### config.mk
export PLATFORM = sky130hd
export DESIGN_NAME = scmsw_ctrl
export DESIGN_NICKNAME = d
export VERILOG_FILES = /design/src/design/scmsw_pkg.sv /design/src/design/scmsw_rd_if.sv /design/src/design/scmsw_word_fetch.sv /design/src/design/scmsw_ctrl.sv
export SDC_FILE = /design/constraint.sdc
export NUM_CORES = 1
export LEC_CHECK = 0
export ABC_AREA = 1
export BUFFER_PORTS_ARGS = -buffer_cell sky130_fd_sc_hd__buf_2
export CAP_MARGIN = 20
export CORE_MARGIN = 2
export CORE_UTILIZATION = 25
export CTS_CLUSTER_SIZE = 20
export DETAILED_ROUTE_END_ITERATION = 10
export GPL_TIMING_DRIVEN = 0
export SYNTH_ARGS = -nofsm -noshare
export SYNTH_HDL_FRONTEND = slang
export SYNTH_SLANG_ARGS = --single-unit
### constraint.sdc
create_clock -name clk -period 2.8 [get_ports clk]
set_input_delay 0.42 -clock clk [delete_from_list [all_inputs] [get_ports clk]]
set_output_delay 0.42 -clock clk [all_outputs]
set_load 0.03 [all_outputs]
### src/design/scmsw_pkg.sv
// Shared constants and types for the system call and mode switch block.
// Assumes a 32-bit byte-addressed memory holding the procedure table.
package scmsw_pkg;

  // Widths
  localparam int PROC_W = 8;

  // Table layout, byte offsets from the table base
  localparam logic [31:0] SSP_OFF = 32'h0000000c;
  localparam logic [31:0] ENT_BASE_OFF = 32'h00000030;

  // Field positions inside table words
  localparam int ENT_TYPE_LSB = 0;
  localparam int TRACE_BIT = 0;

  // Entry type encodings
  localparam logic [1:0] ENT_LOCAL = 2'h0;
  localparam logic [1:0] ENT_SUP = 2'h2;

  // Return status codes in the previous frame word
  localparam logic [2:0] RS_LOCAL = 3'h0;
  localparam logic [2:0] RS_SUP = 3'h2;

  // Word alignment and 64-byte frame rounding
  localparam logic [31:0] WORD_MASK = 32'hfffffffc;
  localparam logic [31:0] FP_ROUND = 32'h0000003f;

  // Mode encodings and reset values
  localparam logic MODE_SUP = 1'b1;
  localparam logic MODE_USER = 1'b0;
  localparam logic TRACE_RST = 1'b0;
  localparam logic [31:0] BASE_RST = 32'h00000000;

  // Operations offered to the sequencer
  typedef enum logic [1:0] {
    OP_CALL_REL,
    OP_CALLS,
    OP_RET,
    OP_MODPC
  } scmsw_op_t;

endpackage

### src/design/scmsw_rd_if.sv
// Word read request channel between the sequencer and its fetch unit.
// Both ends sit on the same clock.
`timescale 1ns/1ps
interface scmsw_rd_if;
  logic req;
  logic [31:0] addr;
  logic done;
  logic [31:0] data;

  modport user (output req, output addr, input done, input data);
  modport fetcher (input req, input addr, output done, output data);
endinterface

### src/design/scmsw_word_fetch.sv
// Word fetch unit: turns a held request into one memory read.
// Assumes the memory answers on the same clock with a one-cycle ack.
`timescale 1ns/1ps
module scmsw_word_fetch
  import scmsw_pkg::*;
(
  input wire logic clk,
  input wire logic rst,
  scmsw_rd_if.fetcher rd,
  output logic mem_rd_req,
  output logic [31:0] mem_rd_addr,
  input wire logic mem_rd_ack,
  input wire logic [31:0] mem_rd_data
);

  typedef enum logic [1:0] {F_IDLE, F_WAIT, F_HOLD} scmsw_fst_t;

  scmsw_fst_t st_q, st_d;
  logic [31:0] addr_q, addr_d;
  logic [31:0] data_q, data_d;

  // Next state; HOLD gives the requester one cycle to drop or move on
  always_comb begin
    st_d = st_q;
    addr_d = addr_q;
    data_d = data_q;
    case (st_q)
      F_IDLE: begin
        if (rd.req) begin
          st_d = F_WAIT;
          addr_d = rd.addr & WORD_MASK;
        end
      end
      F_WAIT: begin
        if (mem_rd_ack) begin
          st_d = F_HOLD;
          data_d = mem_rd_data;
        end
      end
      default: st_d = F_IDLE;
    endcase
  end

  // State registers
  always_ff @(posedge clk) begin
    if (rst) begin
      st_q <= F_IDLE;
      addr_q <= 32'h00000000;
      data_q <= 32'h00000000;
    end else begin
      st_q <= st_d;
      addr_q <= addr_d;
      data_q <= data_d;
    end
  end

  // Outputs
  assign mem_rd_req = (st_q == F_WAIT);
  assign mem_rd_addr = addr_q;
  assign rd.done = (st_q == F_HOLD);
  assign rd.data = data_q;

endmodule

### src/design/scmsw_ctrl.sv
// Call sequencer for table calls, returns and the privileged mode write.
// Assumes one command at a time from the core and a synchronous memory.
`timescale 1ns/1ps
// What this block does
// - Table base comes from startup memory image
// - Procedure number indexes the table entry
// - Target address low two bits forced zero
// - Entry type 00 local, 10 supervisor
// - Supervisor stack pointer from table byte offset 12
// - Trace flag loaded from table bit 0
// - Local entry: plain call, no switches
// - Return status 000 gives plain local return
// - User to supervisor call writes status 01X
// - Supervisor held until switching call returns or a mode write clears it
// - Relative calls never switch stack or mode
// - Status 01X return goes back to user
// - Table stack pointer rounded up to 64
// - Supervisor nested call rounds current SP
// - Mode write allowed in supervisor only
// - Reset enters supervisor mode
// - Supervisor kept until mode write or status 01X return clears it
// - Single stack uses return pointer register
// - Mode never shown on any pin
module scmsw_ctrl
  import scmsw_pkg::*;
(
  input wire logic clk,
  input wire logic rst,
  input wire logic table_base_load,
  input wire logic [31:0] startup_memory_image_base,
  input wire logic cmd_valid,
  output logic cmd_ready,
  input wire scmsw_op_t cmd_op,
  input wire logic [PROC_W-1:0] cmd_proc_num,
  input wire logic [31:0] cmd_target_ip,
  input wire logic [31:0] cmd_cur_sp,
  input wire logic [31:0] previous_frame_local_reg,
  input wire logic [31:0] return_pointer_local_reg,
  input wire logic cmd_mode_mask,
  input wire logic cmd_mode_val,
  output logic mem_rd_req,
  output logic [31:0] mem_rd_addr,
  input wire logic mem_rd_ack,
  input wire logic [31:0] mem_rd_data,
  output logic rsp_valid,
  output logic [31:0] rsp_target_ip,
  output logic [31:0] rsp_new_fp,
  output logic [2:0] rsp_status,
  output logic rsp_to_sup_stack,
  output logic rsp_to_local_stack,
  output logic rsp_fault_reserved,
  output logic rsp_fault_priv,
  output logic trace_enable
);

  typedef enum logic [1:0] {S_IDLE, S_ENT_RD, S_SSP_RD} scmsw_st_t;

  // Round a stack pointer up to the next 64-byte frame boundary
  function automatic logic [31:0] align_fp(input logic [31:0] sp);
    align_fp = (sp + FP_ROUND) & ~FP_ROUND;
  endfunction

  scmsw_rd_if rd ();

  scmsw_st_t st_q, st_d;
  logic mode_sup_q, mode_sup_d;
  logic single_q, single_d;
  logic trace_q, trace_d;
  logic [31:0] base_q, base_d;
  logic [31:0] sp_q, sp_d;
  logic valid_q, valid_d;
  logic [31:0] tgt_q, tgt_d;
  logic [31:0] fp_q, fp_d;
  logic [2:0] stat_q, stat_d;
  logic to_sup_q, to_sup_d;
  logic to_loc_q, to_loc_d;
  logic fres_q, fres_d;
  logic fpriv_q, fpriv_d;

  logic cmd_fire;
  logic [31:0] frame_sp;
  logic [1:0] ent_type;

  assign cmd_ready = (st_q == S_IDLE);
  assign cmd_fire = cmd_valid && cmd_ready;
  // Single-stack supervisor code keeps its stack pointer elsewhere
  assign frame_sp = (mode_sup_q && single_q) ?
                    return_pointer_local_reg : cmd_cur_sp;
  assign ent_type = rd.data[ENT_TYPE_LSB +: 2];

  // Table reads: entry word, then supervisor stack word
  assign rd.req = (st_q != S_IDLE);
  assign rd.addr = (st_q == S_SSP_RD) ? (base_q + SSP_OFF) :
                   (base_q + ENT_BASE_OFF +
                    32'({cmd_proc_num, 2'h0}));

  scmsw_word_fetch u_fetch (
    .clk(clk),
    .rst(rst),
    .rd(rd),
    .mem_rd_req(mem_rd_req),
    .mem_rd_addr(mem_rd_addr),
    .mem_rd_ack(mem_rd_ack),
    .mem_rd_data(mem_rd_data)
  );

  // Sequencer, mode state and answer computation
  always_comb begin
    st_d = st_q;
    mode_sup_d = mode_sup_q;
    single_d = single_q;
    trace_d = trace_q;
    base_d = base_q;
    sp_d = sp_q;
    valid_d = 1'b0;
    tgt_d = tgt_q;
    fp_d = fp_q;
    stat_d = stat_q;
    to_sup_d = 1'b0;
    to_loc_d = 1'b0;
    fres_d = 1'b0;
    fpriv_d = 1'b0;
    if (table_base_load) begin
      base_d = startup_memory_image_base & WORD_MASK;
    end
    case (st_q)
      S_IDLE: begin
        if (cmd_fire) begin
          sp_d = frame_sp;
          case (cmd_op)
            OP_CALLS: st_d = S_ENT_RD;
            OP_CALL_REL: begin
              // Same mode, same stack, current frame rounded
              valid_d = 1'b1;
              tgt_d = cmd_target_ip & WORD_MASK;
              fp_d = align_fp(frame_sp);
              stat_d = RS_LOCAL;
            end
            OP_RET: begin
              valid_d = 1'b1;
              stat_d = previous_frame_local_reg[2:0];
              if (previous_frame_local_reg[2:1] == RS_SUP[2:1] &&
                  mode_sup_q) begin
                mode_sup_d = MODE_USER;
                to_loc_d = 1'b1;
              end
              // Any other status returns with no switch
            end
            default: begin
              valid_d = 1'b1;
              if (!mode_sup_q) begin
                fpriv_d = 1'b1;
              end else if (cmd_mode_mask) begin
                mode_sup_d = cmd_mode_val;
                if (cmd_mode_val == MODE_USER) begin
                  single_d = 1'b0;
                end
              end
            end
          endcase
        end
      end
      S_ENT_RD: begin
        if (rd.done) begin
          tgt_d = rd.data & WORD_MASK;
          stat_d = RS_LOCAL;
          if (ent_type == ENT_LOCAL ||
              (ent_type == ENT_SUP && mode_sup_q)) begin
            // Plain call, nested supervisor call likewise
            st_d = S_IDLE;
            valid_d = 1'b1;
            fp_d = align_fp(sp_q);
          end else if (ent_type == ENT_SUP) begin
            st_d = S_SSP_RD;
          end else begin
            // Reserved type: no call, no state change
            st_d = S_IDLE;
            valid_d = 1'b1;
            fres_d = 1'b1;
          end
        end
      end
      S_SSP_RD: begin
        if (rd.done) begin
          st_d = S_IDLE;
          valid_d = 1'b1;
          mode_sup_d = MODE_SUP;
          single_d = 1'b0;
          trace_d = rd.data[TRACE_BIT];
          fp_d = align_fp(rd.data & WORD_MASK);
          stat_d = RS_SUP;
          to_sup_d = 1'b1;
        end
      end
      default: st_d = S_IDLE;
    endcase
  end

  // Registers; reset starts in supervisor, single stack
  always_ff @(posedge clk) begin
    if (rst) begin
      st_q <= S_IDLE;
      mode_sup_q <= MODE_SUP;
      single_q <= 1'b1;
      trace_q <= TRACE_RST;
      base_q <= BASE_RST;
      sp_q <= 32'h00000000;
      valid_q <= 1'b0;
      tgt_q <= 32'h00000000;
      fp_q <= 32'h00000000;
      stat_q <= RS_LOCAL;
      to_sup_q <= 1'b0;
      to_loc_q <= 1'b0;
      fres_q <= 1'b0;
      fpriv_q <= 1'b0;
    end else begin
      st_q <= st_d;
      mode_sup_q <= mode_sup_d;
      single_q <= single_d;
      trace_q <= trace_d;
      base_q <= base_d;
      sp_q <= sp_d;
      valid_q <= valid_d;
      tgt_q <= tgt_d;
      fp_q <= fp_d;
      stat_q <= stat_d;
      to_sup_q <= to_sup_d;
      to_loc_q <= to_loc_d;
      fres_q <= fres_d;
      fpriv_q <= fpriv_d;
    end
  end

  // Answer outputs; the mode bit itself stays inside
  assign rsp_valid = valid_q;
  assign rsp_target_ip = tgt_q;
  assign rsp_new_fp = fp_q;
  assign rsp_status = stat_q;
  assign rsp_to_sup_stack = to_sup_q;
  assign rsp_to_local_stack = to_loc_q;
  assign rsp_fault_reserved = fres_q;
  assign rsp_fault_priv = fpriv_q;
  assign trace_enable = trace_q;
endmodule

Word level (Yosys, flattened, before mapping)
Index checks and enable logic that the tools add are counted.
{ "op_classes": {"n_addsub": 6, "eq_ne": 23, "mux": 50, "n_bitwise": 6, "n_reduce_logical": 30} }
{ "op_table": {"columns": ["operator", "n"], "rows": [
  ["$mux 32", 10],
  ["$add 32x6->32 const B", 4],
  ["$pmux 32 s3", 1],
  ["$pmux 32 s2", 1],
  ["$add 32x10->32", 1],
  ["$add 32x4->32 const B", 1],
  ["$mux 1", 19],
  ["$mux 2", 8],
  ["$ne 2x2->1 const B", 7],
  ["$ne 2x1->1 const B", 6],
  ["$reduce_and 2->1", 5],
  ["$reduce_and 5->1", 2],
  ["$mux 3", 3],
  ["$pmux 3 s3", 1],
  ["$eq 2x1->1 const B", 4],
  ["$eq 2x2->1 const B", 4],
  ["$logic_not 2->1", 4],
  ["$reduce_and 4->1", 2],
  ["$reduce_or 4->1", 2],
  ["$reduce_and 7->1", 1],
  ["$not 1->1", 6],
  ["$pmux 1 s2", 3],
  ["$pmux 2 s3", 1],
  ["$pmux 3 s2", 1],
  ["12 further kinds", 18]
]} }
{ "word_totals": {"register_bits": 203, "inputBits": 209, "out_inout_bits": 107, "word_cells": 132} }

Logic depth before layout (Yosys ltp)
{ "logic_depth": {"depth_word": 6, "mapped_depth": 19} }

Cells and area by module
Synthesis repeated with hierarchy kept, for this count alone.
{ "unflattened": {"cells_unflattened": 1897, "hier_area_um2": 12022.8} }
{ "modules_own_cells": {"columns": ["module", "instances", "cells_per_inst", "area_each_um2", "seq_area_each_um2"], "rows": [
  ["scmsw_ctrl", 1, 1482, 9296.4, 2622.5],
  ["scmsw_word_fetch", 1, 415, 2726.4, 1281.2]
]} }

Least setup slack after synthesis
OpenSTA, ideal clock, no wires.
{ "synth_timing": {"kind": "input port to flip-flop", "startpoint": "in cmd_proc_num[1]", "endpoint": "reg u_fetch.addr_q[15], in the netlist u_fetch.mem_rd_addr[15]", "arrival_ns": 2.358, "slack_ns": 0.333, "path_stages": 16, "cell_sequence": "ha_1 -> ha_1 -> inv_1 -> fa_1 -> inv_1 -> nand3_1 -> nand2_1 -> inv_1 -> o21bai_1 -> o21ai_1 -> nor2_1 -> inv_1 -> o21ai_1 -> nand3_1 -> nand2_1 -> inv_1"} }
{ "synth_via": {"elab_chain_cells": 2} }
{ "synth_lines": {"columns": ["element", "line", "source"], "rows": [
  ["start: declaration", "scmsw_ctrl.sv:34", "input wire logic [PROC_W-1:0] cmd_proc_num,"],
  ["$add 32x10->32", "scmsw_ctrl.sv:94", "(base_q + ENT_BASE_OFF +"],
  ["$mux 32", "scmsw_ctrl.sv:93", "assign rd.addr = (st_q == S_SSP_RD) ? (base_q + SSP_OFF) :"],
  ["end signal: assignment", "scmsw_word_fetch.sv:52", "addr_q <= addr_d;"],
  ["end: declaration", "scmsw_word_fetch.sv:19", "logic [31:0] addr_q, addr_d;"]
]} }
Every way passes these cells.
A chain may end at the register's enable or synchronous reset.

Worst setup path in the final report
{ "layout_timing": {"startpoint": "reg st_q[0]", "endpoint": "reg u_fetch.addr_q[3], in the netlist u_fetch.mem_rd_addr[3]"} }
{ "layout_via": {"elab_chain_cells": 2, "word_cells_on_any_way": 4, "cone_classes": "eq/ne: 1; mux: 1; reduce/logical: 2"} }
{ "layout_lines": {"columns": ["element", "line", "source"], "rows": [
  ["start: declaration", "scmsw_ctrl.sv:65", "scmsw_st_t st_q, st_d;"],
  ["start signal: assignment", "scmsw_ctrl.sv:217", "st_q <= st_d;"],
  ["$eq 2x2->1 / $reduce_bool 2->1 (equally long branches)", "scmsw_ctrl.sv:93, scmsw_ctrl.sv:92", null],
  ["$mux 32 / $reduce_and 2->1 (equally long branches)", null, null]
]} }
Several ways; a longest one is shown, not always the timed one.

==> key figures <==
Status
  – Status: finished clean

Yosys
  – Post-Synth XOR/XNOR Area: ~1.4%
  – Register bit count reported by yosys: around 200
  – Gate Count Post-Synth: 1831
  – Post-synthesis simple-gate area fraction: a little under a third
  – Multiplexer area fraction after synthesis: 0%
  – Register area share after synthesis: between 30% and 40%
  – Largest family of logic cells by synthesized area: simple AND/OR/NAND/NOR gates
  – Synthesized area: about 0.012 mm²
  – Syn Area/Cell: 6.34 µm²
  – Compound-Gate Fraction of Synth Area: 19.6%
  – Adder-cell share of the synthesized area: under 10%
  – Yosys Warn Count: 0
  – Yosys cell types: 45

Final layout
  – Fraction of layout cells with a size suffix above 1: between 15 and 20%
  – Core Util, Final: a little under a third
  – P&R area growth vs syn: 24.3%
  – Area of the multi-input gates: approximately 0.0064 mm²
  – Post-Layout Cell Count: between 2000 and 3000
  – Fillers: just over 5000
  – NumNets Final: 2363
  – FF+latch area: 0.00391 mm²

Die
  – Die span in y: approximately 220 µm
  – Cell Rows: approximately 80
  – Core area: ~0.046 mm²
  – Ports: roughly 320
  – Die area: between 0.04 and 0.05 mm²
  – Initial Util: between 20% and 30%
  – Die width: about 220 µm

Drt
  – Final WL: around 50 mm
  – DR vias: roughly 13000
  – Post-route DRC: 0
  – Vias per cell: around 4.8
  – Routed len/inst: 18.1 µm
  – 1st-iter DRT viols: 967
  – Uppermost routed layer: met5
  – Pre-antenna DRT Iters: 5
  – Metal-1 WL: 22.4 mm
  – Post-DRT Antenna Nets: 0
  – DR WL met2: between 20 and 25 mm
  – Met3 routed WL: roughly 3.1 mm

Worst setup path
  – FF-to-FF setup slack: 0.13 ns
  – CP Cell Sequence: inv_1, ha_1, buf_2, inv_1, clkbuf_1, clkbuf_2, nor2_1, a211oi_1, nor2_1
  – Slowest stage delay, CP: approximately 0.50 ns
  – Worst EP required: roughly 3.1 ns
  – Crit Path Max Fanout: 10
  – Top delay family on crit path: buffers and inverters
  – Worst Path Arrival: approximately 3.0 ns
  – CP Class: register to register
  – Crit path launch type: register
  – CP max stage cell: clkbuf_1
  – CP bufs+invs: 5
  – CP Capture Type: register

Clocking
  – Clk Latency, worst-skew pair: ~0.46 ns
  – CTS tree: yes
  – CTS root buffer: clkbuf_16
  – Clock-pin slew on the worst setup and hold paths: roughly 0.08 ns
  – H-tree level count: 4
  – CTS sink count: 195
  – Post-CTS Hold Buffers: 0
  – TritonCTS Buffers: 17
  – CTS Buffer Depth: 2

Timing
  – Max-slew headroom: between 30% and 40%
  – Min Tclk post-route: between 2 and 3 ns
  – Slew Viols, Final: 0
  – Fin. Hold Viols: 0
  – Final setup viols: 0
  – Highest Clock Rate: around 0.37 GHz
  – Layout Skew: 0.0138 ns
  – RSZ-0062 raised after global routing: yes
  – Fin crit share: between 90% and 100%
  – Slew @ Worst Pin: roughly 0.95 ns

Global routing
  – Total Routing Usage GR: between 20 and 25%
  – Grt ovf: 0
  – First-pass GRT wire length: about 73 mm
  – Largest net degree at the start of global routing: 17
  – Antenna violations before repair: 4
  – Vias in the first global route: 12800

Placed design
  – Cells after DPL: 2712
  – # port buffers: approximately 270
  – GPL Wtd Cong: approximately 0.93
  – Post-DP HPWL: approximately 40 mm

Pwr
  – Worst vdd ir: about 0.00049 V
  – PwrDens: around 1100 mW/mm²
  – Leak: roughly 7.0 nW

Worst hold path
  – Hold Path Class: primary input to register

Run
  – MaxCap Viol Count: 0
==> through the flow <==
| stage | hold slack (ns) | instance area (µm²) | worst slack [ns] | setup TNS [ns] | total power [mW] |
|---|---|---|---|---|---|
| 2_1_floorplan | 0.445 | 11600 | 0.333 | 0 | 9.71 |
| 3_3_place_gp | 0.456 | 13700 | -0.372 | -9.22 | 12.6 |
| 3_5_place_dp | 0.458 | 13800 | -0.320 | -2.20 | 12.7 |
| 4_1_cts | 0.170 | 14400 | 0.0159 | 0 | 15.3 |
| 5_1_grt | 0.173 | 14400 | -0.00384 | -0.00403 | 16.4 |
| 6_report | 0.178 | 14400 | 0.129 | 0 | 15.2 |
==> cells in the final DEF, fill, tap and decap left out, drive strengths merged, types with 24 or more instances in the layout <==
master and n:
nand3 124, inv 249, clkbuf 85, nand2 467, nor2 158, a21oi 130
o21ai 206, buf 305, nor3 32, dfxtp 195, nand4 24, a31oi 49
==> power breakdown <==
| part | internal (mW) | switching, mW |
|---|---|---|
| clock | 1.37 | 1.20 |
| combinational | 2.36 | 6.15 |
| sequential | 3.59 | 0.562 |
| total | 7.32 | 7.92 |
==> final cells by class <==
| cell class | instances | share of cell area (%) |
|---|---|---|
| antenna | 2 | 0.0347 |
| tap | 600 | 5.20 |
| sequential | 195 | 27.1 |
| multi-input combinational | 1299 | 44.3 |
| buffer | 97 | 3.34 |
| clock buffer | 20 | 3.17 |
| inverter | 249 | 6.48 |
| clock inverter | 11 | 0.885 |
| timing repair buffer | 273 | 9.56 |
==> per-layer routing <==
metal,vias to the layer above,track usage [%]
li1,6545,-
met1,6120,26.7
met2,395,33.5
met3,66,3.86
met4,6,5.63
met5,-,0
==> logic make-up after synthesis <==
family	after synthesis
AO/OA/AOI/OAI	423
XOR/XNOR	19
adder cells (fa/ha/maj)	22
buffers and inverters	346
flip-flops	195
other	1
AND/OR/NAND/NOR	825
==> timing repair <==
action                                  4_1_cts  5_1_grt
pin swaps                                     0        1
endpoints found under the setup margin        9       26
buffers inserted                              0        1
gates resized for setup                       4       22
==> final timing paths <==
check	start	end	cells past startpoint
hold reg to reg	u_fetch.mem_rd_addr[14]$_SDFFE_PP0P_	u_fetch.mem_rd_addr[14]$_SDFFE_PP0P_	2
hold / removal	startup_memory_image_base[12]	base_q[12]$_SDFFE_PP0P_	3
setup reg to reg	st_q[0]$_SDFFE_PP0P_	u_fetch.mem_rd_addr[3]$_SDFFE_PP0P_	9
setup / recovery	st_q[0]$_SDFFE_PP0P_	u_fetch.mem_rd_addr[3]$_SDFFE_PP0P_	9
==> synthesized netlist by cell type, drive strengths merged <==
cell / number / area, µm²
nand2: 467 / 1820
inv: 247 / 927
o21ai: 206 / 1030
dfxtp: 195 / 3900
nor2: 158 / 653
a21oi: 130 / 651
nand3: 124 / 646
clkbuf: 62 / 233
a31oi: 49 / 307
buf: 35 / 235
nor3: 32 / 165
nand4: 24 / 150
ha: 21 / 263
a21o: 18 / 135
xor2: 18 / 158
o211ai: 11 / 82.6
nand3b: 6 / 45.0
nor4: 6 / 37.5
or2: 3 / 18.8
a211oi: 2 / 15.0
and2: 2 / 12.5
clkinv: 2 / 7.51
o21bai: 2 / 15.0
o221ai: 2 / 17.5
a2111oi: 1 / 8.76
a21boi: 1 / 7.51
and3: 1 / 6.26
conb: 1 / 3.75
fa: 1 / 20.0
nor3b: 1 / 7.51
o22ai: 1 / 6.26
or3b: 1 / 8.76
xnor2: 1 / 8.76
==> worst min-delay path: stages <==
cell and delay, ns:
buf_2 0.08, nor2_1 0.03, nor2_1 0.08
==> state kept, by name, summed over array words and instances, names as in the netlist <==
| signal | count |
|---|---|
| u_fetch.mem_rd_addr | 30 |
| base_q | 30 |
| trace_enable | 1 |
| rsp_target_ip | 30 |
| u_fetch.st_q | 2 |
| rsp_fault_priv | 1 |
| rsp_new_fp | 26 |
| st_q | 2 |
| u_fetch.rd.data | 32 |
| rsp_to_local_stack | 1 |
| rsp_fault_reserved | 1 |
| sp_q | 32 |
| rsp_valid | 1 |
| rsp_status | 3 |
| mode_sup_q | 1 |
| single_q | 1 |
| rsp_to_sup_stack | 1 |
No activity file was read; power rests on OpenSTA's default activity.
